--- src/hdl/nfcd_cfg.svh ---
// Register offsets, field positions, reset values and timing counts of the flash controller front end.
`ifndef NFCD_CFG_SVH
`define NFCD_CFG_SVH
`define NFCD_OFS_CONTROL 4'h0
`define NFCD_OFS_DESCRIPTOR 4'h4
`define NFCD_OFS_STATUS 4'h8
`define NFCD_OFS_OPERATION 4'hC
`define NFCD_BIT_ENABLE 0
`define NFCD_DESC_BYTES 8
`define NFCD_IDX_NAND_PAGE 3'h0
`define NFCD_IDX_CARD_PAGE 3'h1
`define NFCD_IDX_SUB_ONE 3'h2
`define NFCD_IDX_SUB_TWO 3'h3
`define NFCD_IDX_FIRST_HIGH 3'h4
`define NFCD_IDX_FIRST_LOW 3'h5
`define NFCD_IDX_LAST_HIGH 3'h6
`define NFCD_IDX_LAST_LOW 3'h7
`define NFCD_PAGE_MASK 8'hF8
`define NFCD_SUB_ONE_MASK 8'h7F
`define NFCD_SUB_TWO_MASK 8'h03
`define NFCD_RST_PAGE 8'h00
`define NFCD_RST_SUB_ONE 8'h1E
`define NFCD_RST_SUB_TWO 8'h00
`define NFCD_RST_PROT 8'h00
`define NFCD_CYCLE_NS 35
`define NFCD_CLK_NS 50
`define NFCD_CYCLE_CLKS (((`NFCD_CYCLE_NS + `NFCD_CLK_NS - 1) / `NFCD_CLK_NS) < 1 ? 1 : ((`NFCD_CYCLE_NS + `NFCD_CLK_NS - 1) / `NFCD_CLK_NS))
`define NFCD_BLOCK_SHIFT_BASE 5
`endif

--- src/hdl/nfcd_pkg.sv ---
// Types shared by the flash controller front end.
package nfcd_pkg;
	typedef enum logic [1:0] {
		NFCD_OFF,
		NFCD_LOADING,
		NFCD_IDLE,
		NFCD_RUNNING
	} nfcd_state_t;
	typedef enum logic [1:0] {
		NFCD_OP_READ_ID,
		NFCD_OP_WRITE_BYTE,
		NFCD_OP_ERASE_BLOCK,
		NFCD_OP_NONE
	} nfcd_op_t;
endpackage

--- src/hdl/nfcd_top.sv ---
// Configuration descriptor front end of the on-chip flash controller with a classic Wishbone slave.
//
// Added by the designer: the Wishbone register port.
`timescale 1ns/1ps
`include "nfcd_cfg.svh"

module nfcd_top (
	input wire logic mclk_i,
	input wire logic rst_b_i,
	input wire logic wb_cyc_i,
	input wire logic wb_stb_i,
	input wire logic wb_we_i,
	input wire logic [3:0] wb_adr_i,
	input wire logic [3:0] wb_sel_i,
	input wire logic [31:0] wb_dat_i,
	output logic [31:0] wb_dat_o,
	output logic wb_ack_o,
	output logic ctrl_enable_bit_o,
	output logic running_flag_o,
	output logic config_done_o,
	output logic op_start_o,
	output logic [1:0] op_code_o,
	output logic [1:0] op_device_o,
	output logic op_reject_o
);
	localparam int CYCLE_CLKS = `NFCD_CYCLE_CLKS;

	// Bus side state.
	logic ack_reg, ack_next;
	logic [31:0] dat_reg, dat_next;
	logic en_reg, en_next;
	logic [2:0] ptr_reg, ptr_next;
	logic [7:0] desc_reg [0:7];
	logic [7:0] desc_next [0:7];
	nfcd_pkg::nfcd_state_t st_reg, st_next;
	logic [1:0] dev_reg, dev_next;
	nfcd_pkg::nfcd_op_t op_reg, op_next;
	logic start_reg, start_next;
	logic rej_reg, rej_next;
	logic [1:0] busy_cnt_reg, busy_cnt_next;
	logic [15:0] blk_reg, blk_next;

	// Request decode, one access per Wishbone request with a single-cycle answer.
	logic req;
	logic wr_lo;
	logic gclk_en;
	assign req = wb_cyc_i && wb_stb_i && !ack_reg;
	assign wr_lo = req && wb_we_i && wb_sel_i[0];
	assign gclk_en = en_reg; // Stands in for the gated controller clock.

	// Derived configuration fields.
	logic [1:0] dev_cnt_m1;
	logic card_en;
	logic [1:0] bsize;
	logic [15:0] first_blk, last_blk;
	logic [1:0] max_dev;
	logic dev_ok;
	logic in_prot;
	assign dev_cnt_m1 = desc_reg[`NFCD_IDX_SUB_ONE][6:5];
	assign card_en = desc_reg[`NFCD_IDX_SUB_ONE][0];
	assign bsize = desc_reg[`NFCD_IDX_SUB_TWO][1:0];
	assign first_blk = {desc_reg[`NFCD_IDX_FIRST_HIGH], desc_reg[`NFCD_IDX_FIRST_LOW]};
	assign last_blk = {desc_reg[`NFCD_IDX_LAST_HIGH], desc_reg[`NFCD_IDX_LAST_LOW]};
	assign max_dev = dev_cnt_m1;

	// Device legality: with card on, device three is the card and the flash devices count one less.
	always_comb begin
		if (card_en) begin
			dev_ok = (dev_reg == 2'h3) || (dev_reg < max_dev);
		end else begin
			dev_ok = (dev_reg <= max_dev);
		end
	end

	// Block address scaled by pages per block; the protected window guards the application segment.
	logic [15:0] blk_of_page;
	always_comb begin
		blk_of_page = blk_reg >> (`NFCD_BLOCK_SHIFT_BASE + 32'(bsize));
		in_prot = (blk_of_page >= first_blk) && (blk_of_page <= last_blk);
	end

	// Next-state logic for registers, descriptor pointer and the operation sequencer.
	always_comb begin
		ack_next = req;
		dat_next = 32'h0000_0000;
		en_next = en_reg;
		ptr_next = ptr_reg;
		st_next = st_reg;
		dev_next = dev_reg;
		op_next = op_reg;
		start_next = 1'b0;
		rej_next = 1'b0;
		busy_cnt_next = busy_cnt_reg;
		blk_next = blk_reg;
		for (int i = 0; i < `NFCD_DESC_BYTES; i++) begin
			desc_next[i] = desc_reg[i];
		end
		if (req && !wb_we_i) begin
			if (wb_adr_i == `NFCD_OFS_CONTROL) begin
				dat_next = {31'h0, en_reg};
			end else if (wb_adr_i == `NFCD_OFS_STATUS) begin
				dat_next = {24'h0, 1'b0, ptr_reg, st_reg == nfcd_pkg::NFCD_IDLE, rej_reg,
					st_reg == nfcd_pkg::NFCD_RUNNING, 1'b0};
			end else if (wb_adr_i == `NFCD_OFS_OPERATION) begin
				dat_next = {14'h0, blk_reg, 2'h0};
			end else begin
				dat_next = 32'h0000_0000;
			end
		end
		if (wr_lo && wb_adr_i == `NFCD_OFS_CONTROL) begin
			en_next = wb_dat_i[`NFCD_BIT_ENABLE];
		end
		if (!en_reg) begin
			ptr_next = 3'h0;
			st_next = nfcd_pkg::NFCD_OFF;
			if (en_next) begin
				st_next = nfcd_pkg::NFCD_LOADING;
			end
		end else begin
			case (st_reg)
				nfcd_pkg::NFCD_RUNNING: begin
					if (busy_cnt_reg == 2'h0) begin
						st_next = nfcd_pkg::NFCD_IDLE;
					end else begin
						busy_cnt_next = busy_cnt_reg - 2'h1;
					end
				end
				nfcd_pkg::NFCD_IDLE: begin
					if (wr_lo && wb_adr_i == `NFCD_OFS_OPERATION && gclk_en) begin
						dev_next = wb_dat_i[3:2];
						op_next = nfcd_pkg::nfcd_op_t'(wb_dat_i[1:0]);
						blk_next = wb_dat_i[19:4];
					end
				end
				default: ;
			endcase
			if (wr_lo && wb_adr_i == `NFCD_OFS_DESCRIPTOR && gclk_en && st_reg != nfcd_pkg::NFCD_RUNNING) begin
				// Each write stores the next byte with reserved bits forced to zero.
				case (ptr_reg)
					`NFCD_IDX_NAND_PAGE, `NFCD_IDX_CARD_PAGE: desc_next[ptr_reg] = wb_dat_i[7:0] & `NFCD_PAGE_MASK;
					`NFCD_IDX_SUB_ONE: desc_next[ptr_reg] = wb_dat_i[7:0] & `NFCD_SUB_ONE_MASK;
					`NFCD_IDX_SUB_TWO: desc_next[ptr_reg] = wb_dat_i[7:0] & `NFCD_SUB_TWO_MASK;
					default: desc_next[ptr_reg] = wb_dat_i[7:0];
				endcase
				ptr_next = ptr_reg + 3'h1; // Wraps to zero after byte seven.
				st_next = nfcd_pkg::NFCD_LOADING;
				if (ptr_reg == `NFCD_IDX_LAST_LOW) begin
					st_next = nfcd_pkg::NFCD_IDLE;
				end
			end
		end
	end

	// Operation launch is a separate pass so the sequencer sees the latched request.
	logic launch;
	always_comb begin
		launch = en_reg && st_reg == nfcd_pkg::NFCD_IDLE && ack_reg && wb_we_i && wb_adr_i == `NFCD_OFS_OPERATION
			&& op_reg != nfcd_pkg::NFCD_OP_NONE;
	end

	// Registers; launched operations override the next state computed above.
	always_ff @(posedge mclk_i or negedge rst_b_i) begin
		if (!rst_b_i) begin
			ack_reg <= 1'b0;
			dat_reg <= 32'h0000_0000;
			en_reg <= 1'b0;
			ptr_reg <= 3'h0;
			st_reg <= nfcd_pkg::NFCD_OFF;
			dev_reg <= 2'h0;
			op_reg <= nfcd_pkg::NFCD_OP_NONE;
			start_reg <= 1'b0;
			rej_reg <= 1'b0;
			busy_cnt_reg <= 2'h0;
			blk_reg <= 16'h0000;
			desc_reg[0] <= `NFCD_RST_PAGE;
			desc_reg[1] <= `NFCD_RST_PAGE;
			desc_reg[2] <= `NFCD_RST_SUB_ONE;
			desc_reg[3] <= `NFCD_RST_SUB_TWO;
			for (int i = 4; i < `NFCD_DESC_BYTES; i++) begin
				desc_reg[i] <= `NFCD_RST_PROT;
			end
		end else begin
			ack_reg <= ack_next;
			dat_reg <= dat_next;
			en_reg <= en_next;
			ptr_reg <= ptr_next;
			dev_reg <= dev_next;
			op_reg <= op_next; // The code stays latched so the devices see it while the start pulse stands.
			blk_reg <= blk_next;
			for (int i = 0; i < `NFCD_DESC_BYTES; i++) begin
				desc_reg[i] <= desc_next[i];
			end
			if (launch && (!dev_ok || (op_reg != nfcd_pkg::NFCD_OP_READ_ID && in_prot))) begin
				st_reg <= st_next;
				start_reg <= 1'b0;
				rej_reg <= 1'b1;
				busy_cnt_reg <= busy_cnt_next;
			end else if (launch) begin
				st_reg <= nfcd_pkg::NFCD_RUNNING;
				start_reg <= 1'b1;
				rej_reg <= 1'b0;
				busy_cnt_reg <= 2'(CYCLE_CLKS - 1);
			end else begin
				st_reg <= st_next;
				start_reg <= start_next;
				rej_reg <= rej_reg && !(wr_lo && wb_adr_i == `NFCD_OFS_STATUS) ? 1'b1 : rej_next;
				busy_cnt_reg <= busy_cnt_next;
			end
		end
	end

	// Outputs from flip-flops; the running and idle flags are decoded from the state register.
	assign wb_ack_o = ack_reg;
	assign wb_dat_o = dat_reg;
	assign ctrl_enable_bit_o = en_reg;
	assign running_flag_o = (st_reg == nfcd_pkg::NFCD_RUNNING);
	assign config_done_o = (st_reg == nfcd_pkg::NFCD_IDLE);
	assign op_start_o = start_reg;
	assign op_code_o = op_reg;
	assign op_device_o = dev_reg;
	assign op_reject_o = rej_reg;

	// Checks beside the logic.
	a_ptr_clear_off: assert property (@(posedge mclk_i) disable iff (!rst_b_i) !en_reg |=> ptr_reg == 3'h0)
		else $error("descriptor pointer not cleared while disabled");
	a_ptr_advance: assert property (@(posedge mclk_i) disable iff (!rst_b_i)
		(wr_lo && wb_adr_i == `NFCD_OFS_DESCRIPTOR && en_reg && en_next && st_reg != nfcd_pkg::NFCD_RUNNING)
		|=> ptr_reg == $past(ptr_reg) + 3'h1)
		else $error("descriptor pointer did not advance");
	a_no_write_off: assert property (@(posedge mclk_i) disable iff (!rst_b_i) !en_reg |=> $stable(desc_reg[0]))
		else $error("descriptor changed without clock");
	a_idle_after_last: assert property (@(posedge mclk_i) disable iff (!rst_b_i)
		(wr_lo && wb_adr_i == `NFCD_OFS_DESCRIPTOR && en_reg && en_next && ptr_reg == 3'h7 && st_reg != nfcd_pkg::NFCD_RUNNING)
		|=> config_done_o && !running_flag_o)
		else $error("not idle after full descriptor");
	a_page_low_zero: assert property (@(posedge mclk_i) disable iff (!rst_b_i) desc_reg[0][2:0] == 3'h0)
		else $error("page reserved bits set");
	a_ack_one: assert property (@(posedge mclk_i) disable iff (!rst_b_i) wb_ack_o |=> !wb_ack_o)
		else $error("ack held two cycles");
	a_run_end: assert property (@(posedge mclk_i) disable iff (!rst_b_i) $rose(running_flag_o) |-> ##[1:4] !running_flag_o)
		else $error("operation never completed");
	a_start_idle: assert property (@(posedge mclk_i) disable iff (!rst_b_i) op_start_o |-> running_flag_o && $past(config_done_o))
		else $error("operation started without descriptor");

	// Further checks on the bus answer, the descriptor fields and the launch conditions.
	// Each one watches state that the tests reach only through the register port.

	// Every accepted request is answered in the next cycle.
	// A missing answer would stall the master until its own timeout.
	a_ack_after_req: assert property (@(posedge mclk_i) disable iff (!rst_b_i)
		req |=> wb_ack_o)
		else $error("request not answered");

	// A read of the control register returns the enable bit in bit zero.
	// Software uses it to learn whether the controller is clocked.
	a_ctrl_read: assert property (@(posedge mclk_i) disable iff (!rst_b_i)
		(req && !wb_we_i && wb_adr_i == `NFCD_OFS_CONTROL) |=> wb_dat_o == {31'h0, $past(en_reg)})
		else $error("control read wrong");

	// Reads of unmapped offsets, the descriptor port included, return zero.
	// Descriptor bytes are write only, so nothing of them may leak out here.
	a_unmapped_zero: assert property (@(posedge mclk_i) disable iff (!rst_b_i)
		(req && !wb_we_i && wb_adr_i != `NFCD_OFS_CONTROL && wb_adr_i != `NFCD_OFS_STATUS
		&& wb_adr_i != `NFCD_OFS_OPERATION) |=> wb_dat_o == 32'h0000_0000)
		else $error("unmapped read not zero");

	// The reserved top bit of the first sub setup byte stays clear.
	// A set bit would shift the device count read by the launch check.
	a_sub_one_top: assert property (@(posedge mclk_i) disable iff (!rst_b_i)
		desc_reg[`NFCD_IDX_SUB_ONE][7] == 1'b0)
		else $error("sub setup one reserved bit set");

	// Only the two block size bits of the second sub setup byte can be set.
	// Wider values would scale the protected window by a wrong shift.
	a_sub_two_top: assert property (@(posedge mclk_i) disable iff (!rst_b_i)
		desc_reg[`NFCD_IDX_SUB_TWO][7:2] == 6'h00)
		else $error("sub setup two reserved bits set");

	// The card page byte shares the layout of the flash page byte.
	// Its low three bits therefore read as zero as well.
	a_card_page_low: assert property (@(posedge mclk_i) disable iff (!rst_b_i)
		desc_reg[`NFCD_IDX_CARD_PAGE][2:0] == 3'h0)
		else $error("card page reserved bits set");

	// Turning the controller on always starts a descriptor at byte zero.
	// A stale pointer would put the first byte into the wrong field.
	a_first_byte_zero: assert property (@(posedge mclk_i) disable iff (!rst_b_i)
		$rose(en_reg) |-> ptr_reg == 3'h0)
		else $error("pointer not zero after enable");

	// Writing the last byte wraps the pointer, so a fresh descriptor can follow.
	// Without the wrap a second descriptor would be refused or misplaced.
	a_wrap_last: assert property (@(posedge mclk_i) disable iff (!rst_b_i)
		(wr_lo && wb_adr_i == `NFCD_OFS_DESCRIPTOR && en_reg && ptr_reg == 3'h7
		&& st_reg != nfcd_pkg::NFCD_RUNNING) |=> ptr_reg == 3'h0)
		else $error("pointer did not wrap");

	// Without its clock the controller neither runs nor reports idle.
	// Software must see that a disabled controller takes no requests.
	a_off_quiet: assert property (@(posedge mclk_i) disable iff (!rst_b_i)
		!en_reg |=> !running_flag_o && !config_done_o)
		else $error("controller active while disabled");

	// The last protected byte cannot change while the clock is off.
	// This guards the other end of the descriptor from the first check.
	a_last_stable_off: assert property (@(posedge mclk_i) disable iff (!rst_b_i)
		!en_reg |=> $stable(desc_reg[`NFCD_IDX_LAST_LOW]))
		else $error("protected block changed without clock");

	// Running only ever begins with a start pulse from a software request.
	// The controller must never start a sequence on its own.
	a_run_by_start: assert property (@(posedge mclk_i) disable iff (!rst_b_i)
		$rose(running_flag_o) |-> op_start_o)
		else $error("running without request");

	// A started operation carries a real code, never the empty one.
	// The devices would otherwise be strobed with nothing to do.
	a_start_code: assert property (@(posedge mclk_i) disable iff (!rst_b_i)
		op_start_o |-> op_code_o != 2'h3)
		else $error("start with empty code");

	// A started operation addresses a device that the descriptor allows.
	// With card support the card is device three and the others count one less.
	a_start_device: assert property (@(posedge mclk_i) disable iff (!rst_b_i)
		op_start_o |-> (card_en ? (op_device_o == 2'h3 || op_device_o < dev_cnt_m1) : op_device_o <= dev_cnt_m1))
		else $error("start on illegal device");

	// A write or erase never starts inside the protected block range.
	// Identifier reads are harmless and are let through anywhere.
	a_start_unprotected: assert property (@(posedge mclk_i) disable iff (!rst_b_i)
		(op_start_o && op_code_o != 2'h0) |-> !in_prot)
		else $error("start inside protected range");

	// A refused request never pulses start in the same cycle.
	// Reject and launch are exclusive outcomes of one request.
	a_reject_quiet: assert property (@(posedge mclk_i) disable iff (!rst_b_i)
		op_reject_o |-> !op_start_o)
		else $error("start and reject together");
endmodule // nfcd_top

--- config.mk ---
export PLATFORM = sky130hd
export DESIGN_NAME = nfcd_top
export DESIGN_NICKNAME = d
export VERILOG_FILES = /design/src/hdl/nfcd_pkg.sv /design/src/hdl/nfcd_top.sv
export VERILOG_INCLUDE_DIRS = /design/src /design/src/hdl
export SDC_FILE = /design/constraint.sdc
export NUM_CORES = 1
export LEC_CHECK = 0
export BUFFER_PORTS_ARGS = -buffer_cell sky130_fd_sc_hd__buf_2
export CORE_UTILIZATION = 45
export CTS_BUF_LIST = sky130_fd_sc_hd__clkbuf_8
export CTS_CLUSTER_DIAMETER = 40
export CTS_CLUSTER_SIZE = 12
export DETAILED_ROUTE_END_ITERATION = 10
export PLACE_DENSITY = 0.72
export SETUP_SLACK_MARGIN = 0.5
export SLEW_MARGIN = 10
export SYNTH_ARGS = -nofsm -noshare
export SYNTH_HDL_FRONTEND = slang
export SYNTH_SLANG_ARGS = --single-unit
--- constraint.sdc ---
create_clock -name mclk_i -period 7.5 [get_ports mclk_i]
set_input_delay 0.375 -clock mclk_i [delete_from_list [all_inputs] [get_ports mclk_i]]
set_output_delay 0.375 -clock mclk_i [all_outputs]
set_load 0.02 [all_outputs]
* Word-level counts from Yosys, hierarchy flattened *
Index checks and enable logic that the tools add are counted.

storage, ports and cells
  bits of input ports = 45
  logic and storage cells = 111
  output and inout bits = 42
  register bits = 127

operators by class
  shifts and indexed selects = 1
  $lt $le $gt $ge = 6
  mux-type cells = 33
  reduce and logical (&&, ||, !) cells = 35
  equal/unequal tests = 13
  bitwise gates (word level) = 1
  add/sub/neg operators = 3

operator list
  operator                                             number
  bitwise mux 64 bit                                   4
  case mux 64 bit (3 select lines)                     1
  two-way mux 18 bit                                   4
  demux 8 bit (select 3 bit)                           1
  two-way mux 2 bit                                    12
  logical AND 1 bit                                    22
  >= comparator 16 bit                                 1
  <= comparator 16 bit                                 1
  right shift 16 x 4 -> 16 bit                         1
  equality test 4 bit, second input constant           2
  two-way mux 1 bit                                    8
  two-way mux 8 bit                                    1
  equality test 2 bit, second input constant           3
  equality test 3 x 2 -> 1 bit, second input constant  2
  two-way mux 3 bit                                    2
  adder 3 x 2 -> 4 bit, first input constant           1
  equality test 4 x 3 -> 1 bit, second input constant  1
  >= comparator 4 bit, second input constant           1
  zero test 1 bit                                      4
  zero test 4 bit                                      1
  < comparator 4 x 1 -> 1 bit, second input constant   1
  inequality test 2 bit, second input constant         2
  NOT 3 -> 4 bit                                       1
  adder 3 x 1 -> 3 bit, second input constant          1
  other kinds (13)                                     14

* Logic depth before layout (Yosys ltp) *
Gate-level depths: netlist of the first run.

  depth in word-level cells = 11
  gate-level depth with buffers = 11
  depth with buffers taken out = 10

* Worst setup path after synthesis of the first run *
OpenSTA, ideal clock, no wires.

  kind = reg2reg
  start point = register desc_reg, in the netlist bsize[0]
  end point = register st_reg[0]
  clock period less this slack = 2.793 ns
  cell stages (with the launch flop) = 11
  buffers on the path = 2
  path slack = 4.707 ns
  library setup time = 0.078 ns
  required time = 7.422 ns
  data arrival time = 2.715 ns
  cells stage by stage = dfrtp_1 > clkbuf_1 > clkbuf_1 > mux4_2 > ha_1 > a21oi_1 > o21ai_0 > a221oi_1 > o21ai_0 > a311oi_2 > o21bai_1

on the way
  cells in the longest elaborated chain, start to end = 8
  elaborated cells on any way between the ends = 9
  those cells by class = 1 x add/sub; 2 x order compare; 1 x shift; 1 x mux; 4 x reduce/logical

RTL lines
  item                                                          line             text
  start: declaration                                            nfcd_top.sv:33   logic [7:0] desc_reg [0:7];
  start signal: indexed assignment                              nfcd_top.sv:180  desc_reg[i] <= `NFCD_RST_PROT;
  start signal: indexed assignment                              nfcd_top.sv:191  desc_reg[i] <= desc_next[i];
  adder 3 x 2 -> 4 bit (no source line) (*)                     n/a
  right shift 16 x 4 -> 16 bit (*)                              nfcd_top.sv:78   blk_of_page = blk_reg >> (`NFCD_BLOCK_SHIFT_BASE + 32'(bsize));
  >= comparator 16 bit or <= comparator 16 bit (tied branches)  nfcd_top.sv:79   in_prot = (blk_of_page >= first_blk) && (blk_of_page <= last_blk);
  logical AND 1 bit (*)                                         nfcd_top.sv:79
  logical AND 1 bit (*)                                         nfcd_top.sv:193  if (launch && (!dev_ok || (op_reg != nfcd_pkg::NFCD_OP_READ_ID && in_prot))) begin
  logical OR 1 bit (*)                                          nfcd_top.sv:193
  logical AND 1 bit (*)                                         nfcd_top.sv:193
  two-way mux 2 bit (*)                                         nfcd_top.sv:193
  end signal: assignment                                        nfcd_top.sv:194  st_reg <= st_next;
  end signal: assignment                                        nfcd_top.sv:199  st_reg <= nfcd_pkg::NFCD_RUNNING;
  end signal: assignment                                        nfcd_top.sv:204  st_reg <= st_next;
  end: declaration                                              nfcd_top.sv:35   nfcd_pkg::nfcd_state_t st_reg, st_next;

Mark *: on every way between the ends. The rest lies on a longest branch, timed or not.
A chain may end at the register's enable or synchronous reset.

* Final worst setup path of the first run *
Same ends and word-level chain as after synthesis.

==> results of run 1 <==
[worst register-to-register path: cells and delay by family (launching register included)]
| kind | cells | cell delay, ns |
|---|---|---|
| AOI/OAI and AO/OA | 4 | 1.25 |
| adders and majority gates | 1 | 0.23 |
| buffers and inverters | 1 | 0.11 |
| DFF | 1 | 0.74 |
| muxes | 1 | 0.59 |
| and+or+nand+nor | 1 | 0.13 |
[placed cells by master (no fill, tap or decap), drive strengths merged, types with 6 or more instances in the layout]
cell and n:
dfrtp 84, buf 57, nand2 43, nor2 38, inv 29, ha 28
a21oi 26, o21ai 21, mux2 20, mux2i 17, conb 14, clkbuf 12
and2 11, nand3 11, nor3 9, mux4 7, nor2b 6
[routing by layer]
layer	GRT usage, %	part of all wire (%)	vias up
li1	-	-	1587
met1	28.06	47	1628
met2	31.54	45	110
met3	4.068	5.6	18
met4	10.73	2.5	0
met5	0	0	-
[worst paths after layout]
kind,to,depth (start not counted),slack [ns],startpoint
setup reg to reg,st_reg[0],8,4.38,bsize[0]
hold / removal,op_device_o[1],1,0.16,rst_b_i
setup / recovery,st_reg[0],8,4.38,bsize[0]
hold reg to reg,blk_reg[1],1,0.49,blk_reg[1]
min in group mclk_i,blk_reg[14],2,0.21,wb_dat_i[18]
max in group asynchronous,desc_reg[31],1,6.61,rst_b_i
[power by group through the flow]
stage          clock, mW  sequential, mW  combinational (mW)
4_1_cts            0.354           0.466              0.0386
5_1_grt            0.374           0.467              0.0422
2_1_floorplan          0           0.475              0.0201
3_3_place_gp           0           0.475              0.0376
6_report           0.350           0.466              0.0379
3_5_place_dp           0           0.475              0.0385
[logic make-up (layout without fill, tap and decap cells)]
family	count (synthesis)	in the layout	share of synthesized area, %
and+or+nand+nor	140	140	16.73
DFF	86	86	46.83
adders and majority gates	28	28	7.615
buffers and inverters	60	102	6.418
muxes	44	44	12.02
other	1	14	0.08151
AOI/OAI and AO/OA	74	74	10.31
[synth_stat cells (all sizes together) (3+ instances only)]
cell type  instances  area (um2)
mux2              20       225.2
o21ai             21       105.1
dfrtp             84        2102
nor3               9       67.56
a22oi              4       45.05
a31oi              3       18.77
nor2b              6       37.54
buf               21       148.9
nand4              4       40.04
nand3             11       72.57
or3                3       18.77
nor4               3       48.80
nor2              38       152.6
ha                28       350.3
and2              11       68.82
inv               29       108.9
nand2             43       163.9
clkbuf            10       37.54
mux2i             17       170.2
o22ai              3       25.02
nor3b              3       27.52
mux4               7       157.7
a21oi             26       130.1
[area by class of cell]
class,count,area (um2)
Timing Repair Buffer,57,287.8
Tap cell,133,166.4
Clock buffer,12,165.2
Clock inverter,4,53.80
Inverter,29,108.9
Fill cell,912,4681
Sequential cell,86,2155
Multi-Input combinational cell,300,2202
==> results by group, run 1 <==
Pwr
  • Pleak: 2.536 nW
  • Flop pwr share: 54.6%
  • Worst vdd ir: 0.1051 mV
  • Switching share of power: 23.33%
  • Clock share of power: 41.0%
  • Net Switching: 0.1994 mW
  • Combinational share of power: 4.4%
  • Total chip power: 0.8546 mW
  • P_int: 0.6552 mW
  • Pwr dens: 166.3 nW/um2

Finish
  • Fraction of layout cells with a size suffix above 1: 21.72%
  • Final Cell Area: 5139 um2
  • Layout area overhead: 11.69%
  • # diodes: 0
  • Max reg flops: 34
  • Finished Layout Cells: 621
  • Final Core Density: 52.33%
  • Layout Nets: 556

Drt
  • DRT iter0 DRCs: 188
  • Routed WL: 9898 um
  • Post-route DRC: 0
  • Post-DRT Antenna Nets: 0
  • Vias per cell: 5.383
  • DR vias: 3343
  • Wire per inst: 15.94 um
  • First-pass DRT Iterations: 4

Worst setup path
  • Worst EP required: 7.80 ns
  • Slowest stage delay, CP: 0.74 ns
  • Setup Crit Path Kind: register to register
  • Worst-path maximum fanout: 14
  • Crit-path slowest cell: dfrtp_1
  • Top cell family by delay on the critical path: compound AO/OA/AOI/OAI gates
  • Critical path endpoint category: register
  • Buf/Inv on CP: 1
  • CP cell instances: mux4_2 -> inv_1 -> ha_1 -> nand2b_1 -> a2111oi_0 -> o21ai_0 -> a311oi_2 -> o21bai_1
  • WP data arrival: 3.42 ns
  • CP startpoint kind: register

Clock network
  • Clock Latency Late Sink: 0.37 ns
  • Root Driver: clkbuf_8
  • Number of H-tree levels: 3
  • Post-cts resize count: 0
  • Clock tree sinks: 86
  • CTS tree: done
  • CTS Buf Count: 9
  • Clock Pin Slew Worst Setup and Hold Paths: 0.09 ns
  • Hold-fix buffers, CTS: 0
  • Setup Fix Bufs, Post-CTS: 0
  • Clock buffer depth: 2

Outcome
  • Status: completed

Logic synthesis
  • Synth Flop Type: dfrtp_1
  • Post-synthesis cell count: 433
  • Avg Cell Area, Syn: 10.63 um2
  • Yosys reg bits: 86
  • Netlist cell types: 63
  • Post-synth EDFFs: 0
  • Async SR Flop Fraction: 100.0%
  • Yosys warns: 0
  • Post-synthesis sequential area ratio: 46.83%
  • Synthesized area: 4601 um2

Timing
  • Final Cycle Share: 41.59%
  • Final setup violation count: 0
  • Setup total negative slack: 0 ns
  • RSZ-0062 raised after global routing: no
  • Max_slew headroom: 22.90%
  • Hold_ws: 0.1577 ns
  • Final worst slack: 4.381 ns
  • Worst-margin pin slew: 1.155 ns
  • Max-slew violations: 0
  • Final min period: 3.119 ns
  • Fmax: 320.6 MHz
  • Endpoints failing hold: 0
  • Worst clock skew: 0.009726 ns

Placed design
  • Pre-CTS WS: 4.409 ns
  • DP Area: 4920 um2
  • Number of port buffers: 57
  • Post-DP HPWL: 7358 um
  • RD Place Congestion: 0.8267
  • Placed Cells: 605

Floorplan
  • Die area: 10630 um2
  • Initial Utilization: 46.85%
  • Core Area: 9819 um2
  • Row cnt: 36
  • Die Y: 103.1 um
  • # IOs: 87
  • Die W: 103.1 um

GRT
  • Vias in the first global route: 3220
  • Largest net degree at the start of global routing: 87
  • GR Util All Layers: 20.71%
  • Initial antenna violation count: 0
  • First-pass GRT wire length: 16260 um
  • Gr ovfl total: 0

Flow run
  • Max cap viols: 0

Min path
  • HP Class: input port to async pin
(Power assumes the default switching activity.)
==> run 2, diff against run 1 <==
ABC_AREA = 1   (was not set)
PLACE_DENSITY = 0.74   (was 0.72)
clock period = 2.7 ns   (was 7.5 ns; I/O delays follow)
==> results by group, run 2 <==
Finish
  • Layout Nets: 701 (+26%)
  • Most frequent cells in the layout: inv_1 (95), nand2_1 (84), dfrtp_1 (82)
  • Fraction of layout cells with a size suffix above 1: 21.96% (+0.24 points)
  • Max reg flops: 34 (unchanged)
  • # diodes: 0 (unchanged)
  • Commonest non-fill, non-tap cell in the layout: inv_1
  • Fillers: 901 (-1.2%)
  • Layout area overhead: 15.71%

Placed design
  • Post-DP HPWL: 8051 um (+9.4%)
  • Pre-CTS WS: 0.2063 ns (-4.203 ns)
  • Number of port buffers: 57 (unchanged)
  • RD Place Congestion: 0.8424 (+1.9%)

Pwr
  • Pleak: 2.909 nW (+15%)
  • Worst vdd ir: 0.3613 mV (+240%)
  • Pwr dens: 440.9 nW/um2 (+170%)

Drt
  • DRT iter0 DRCs: 187 (-0.53%)
  • Met3 wire len: 567 um (+2.7%)
  • Routed WL: 11080 um (+12%)
  • Post-route DRC: 0 (unchanged)
  • Met2 WL: 5359 um (+20%)
  • Vias per cell: 5.215 (-3.1%)
  • Post-DRT Antenna Nets: 0 (unchanged)
  • Met1 Routed Length: 4930 um (+6.2%)
  • First-pass DRT Iterations: 5 (+1)
  • DR vias: 3995 (+20%)
  • Wire per inst: 14.47 um (-9.2%)
  • Uppermost layer routed: met4

Floorplan
  • Die W: 103.9 um (+0.79%)
  • Core Area: 9910 um2 (+0.92%)
  • # IOs: 87 (unchanged)
  • Die area: 10800 um2 (+1.6%)
  • Die Y: 103.9 um (+0.79%)
  • Initial Utilization: 47.17% (+0.32 points)
  • Row cnt: 36 (unchanged)

Flow run
  • Max cap viols: 0 (unchanged)

Logic synthesis
  • Synth top area share: 44.97% (-0.72 points)
  • Area leader, netlist: dfrtp_1
  • Most frequent cell after synthesis: inv_1
  • Post-synthesis sequential area ratio: 46.09% (-0.74 points)
  • Synth top area cells: dfrtp_1 (45%), inv_1 (7.9%), ha_1 (7.5%)
  • Avg Cell Area, Syn: 8.318 um2 (-22%)
  • Yosys warns: 0 (unchanged)
  • Async SR Flop Fraction: 100.0% (unchanged)
  • Synthesized area: 4674 um2 (+1.6%)
  • Yosys reg bits: 86 (unchanged)
  • Netlist cell types: 36 (-43%)
  • Post-synth EDFFs: 0 (unchanged)
  • Synth top cells by count: inv_1 (99), nand2_1 (91), dfrtp_1 (84), o21ai_0 (44), nor2_1 (42)
  • Post-synthesis cell count: 562 (+30%)
  • Synth Flop Type: dfrtp_1

Clock network
  • Clock Pin Slew Worst Setup and Hold Paths: 0.09 ns (about the same)
  • Number of H-tree levels: 3 (unchanged)
  • CTS tree: done
  • Root Driver: clkbuf_8
  • Clock Latency Late Sink: 0.37 ns (about the same)
  • Clock tree sinks: 86 (unchanged)
  • Clock buffer depth: 2 (unchanged)
  • CTS Buf Count: 9 (unchanged)

Worst setup path
  • Buf/Inv on CP: 1 (unchanged)
  • Top cell family by delay on the critical path: simple AND/OR/NAND/NOR gates
  • CP cell instances: buf_6 -> o21ai_0 -> o21ai_1 -> ha_1 -> nand4_1 -> nor2_2 -> nor2_1 -> nand2_1 -> nand2_2 -> a21oi_2 -> nand2_2 -> nand2_2 -> nand2_1
  • CP startpoint kind: register
  • Setup Crit Path Kind: register to register
  • Worst EP required: 2.97 ns (-4.83 ns)
  • Most used cell, CP: nand2_2
  • WP data arrival: 2.58 ns (-0.84 ns)
  • Critical path endpoint category: register
  • Slowest stage delay, CP: 0.48 ns (-0.26 ns)
  • Worst-path maximum fanout: 7 (-7)
  • Crit-path slowest cell: dfrtp_2
  • R2R setup slack: 0.38 ns (-4.00 ns)

GRT
  • Largest net degree at the start of global routing: 87 (unchanged)
  • Gr ovfl total: 0 (unchanged)
  • GR Util All Layers: 21.06% (+0.36 points)
  • Vias in the first global route: 3809 (+18%)
  • First-pass GRT wire length: 18020 um (+11%)
  • Initial antenna violation count: 0 (unchanged)

Timing
  • Final Cycle Share: 85.76% (+44 points)
  • Max-slew violations: 0 (unchanged)
  • Final worst slack: 0.3845 ns (-3.996 ns)
  • Final setup violation count: 0 (unchanged)
  • Final min period: 2.315 ns (-0.8036 ns)
  • Hold_ws: -0.06109 ns (-0.2188 ns)
  • Worst clock skew: 0.009111 ns (-0.0006150 ns)
  • RSZ-0062 raised after global routing: yes
  • Worst-margin pin slew: 1.057 ns (-0.09853 ns)
  • Endpoints failing hold: 84 (+84)
  • Fmax: 431.9 MHz (+35%)
  • Setup total negative slack: 0 ns (unchanged)
  • Max_slew headroom: 29.55% (+6.7 points)

Outcome
  • Violated checks: hold timing
  • Status: finished with violations

Min path
  • HP Class: input port to async pin
-- run 2: changes by cell type in the layout (fill, tap and decap cells not counted), moves of 6 or more --
cell     before  now
inv_1        28   95
nand2_1      42   84
o22ai_1       2   35
o21ai_0      13   29
mux2_1       15    0
mux2i_1      17    3
a21oi_1      26   39
and2_1       11    0
inv_2         1   10
o21ai_2       0    9
mux4_2        7    0
nor3_1        7   14
buf_4         1    7
nor2b_1       6    0
-- run 2: routing by layer --
metal / GRT usage [%] / vias up
met5: 0 / -
met4: 7.653 / 0
met3: 4.323 / 23
met2: 34.05 / 115
met1: 28.02 / 1920
li1: - / 1937
-- run 2: power by group --
part           leakage, nW  internal, mW  total (mW)  switching (mW)
clock network       0.0954         0.375       0.871           0.496
logic                 1.80        0.0537       0.178           0.124
registers             1.01          1.31        1.34          0.0213
total                 2.91          1.74        2.38           0.641
-- run 2: layout make-up --
cell class	count	area (um2)	share of cell area, %
multi-input cells	355	2087	38.58
flip-flops and latches	86	2157	39.88
repair buffers	70	406.6	7.518
inverters	106	400.4	7.402
clock inverters	6	53.80	0.9947
clock buffers	10	137.6	2.545
well taps	133	166.4	3.077
-- run 2: worst paths after layout --
kind                                   start            to  cells past startpoint
worst max register to register      bsize[0]     st_reg[0]                     13
worst min register to register    blk_reg[2]    blk_reg[2]                      2
worst min-delay path                 rst_b_i  desc_reg[23]                      1
worst max-delay path                bsize[0]     st_reg[0]                     13
min in group mclk_i             wb_dat_i[16]   blk_reg[12]                      3
max in group asynchronous            rst_b_i      bsize[1]                      1
-- run 2: logic make-up (layout without fill, tap and decap cells) --
logic type | Yosys count | count (layout) | synth area share [%]
AND/OR/NAND/NOR | 176 | 176 | 16.81
buffers and inverters | 134 | 192 | 12.26
AO/OA/AOI/OAI | 128 | 128 | 15.02
flip-flops | 86 | 86 | 46.09
adder cells (fa/ha/maj) | 28 | 28 | 7.495
multiplexers | 9 | 9 | 2.248
other | 1 | 14 | 0.08022
-- run 2: worst reg2reg max path, stage by stage (launching register included) --
cell and delay, ns:
dfrtp_2 0.48, buf_6 0.16, o21ai_0 0.28, o21ai_1 0.17
ha_1 0.30, nand4_1 0.11, nor2_2 0.10, nor2_1 0.04
nand2_1 0.10, nand2_2 0.07, a21oi_2 0.15, nand2_2 0.12
nand2_2 0.09, nand2_1 0.05
-- run 2: timing repair --
item	in CTS	in global routing
endpoints found under the hold margin	4	0
cloned	0	1
resized for setup	28	26
setup buffers	3	4
setup endpoints to repair	5	24
hold buffers	4	0
pin swaps	4	8
-- run 2: metrics by stage --
step / total power [mW] / cells / hold slack [ns] / util, % / instance area, um2
floorplan: 1.467 / 575 / -0.1606 / - / 4723
global placement: 1.526 / 738 / 0.3686 / 50.56 / 5010
detailed placement: 1.533 / 738 / 0.3705 / 50.56 / 5010
CTS: 2.398 / 761 / 0.00003975 / 53.50 / 5301
global route: 2.477 / 766 / 0.03643 / 54.58 / 5409
finish: 2.385 / 766 / -0.06109 / 54.58 / 5409
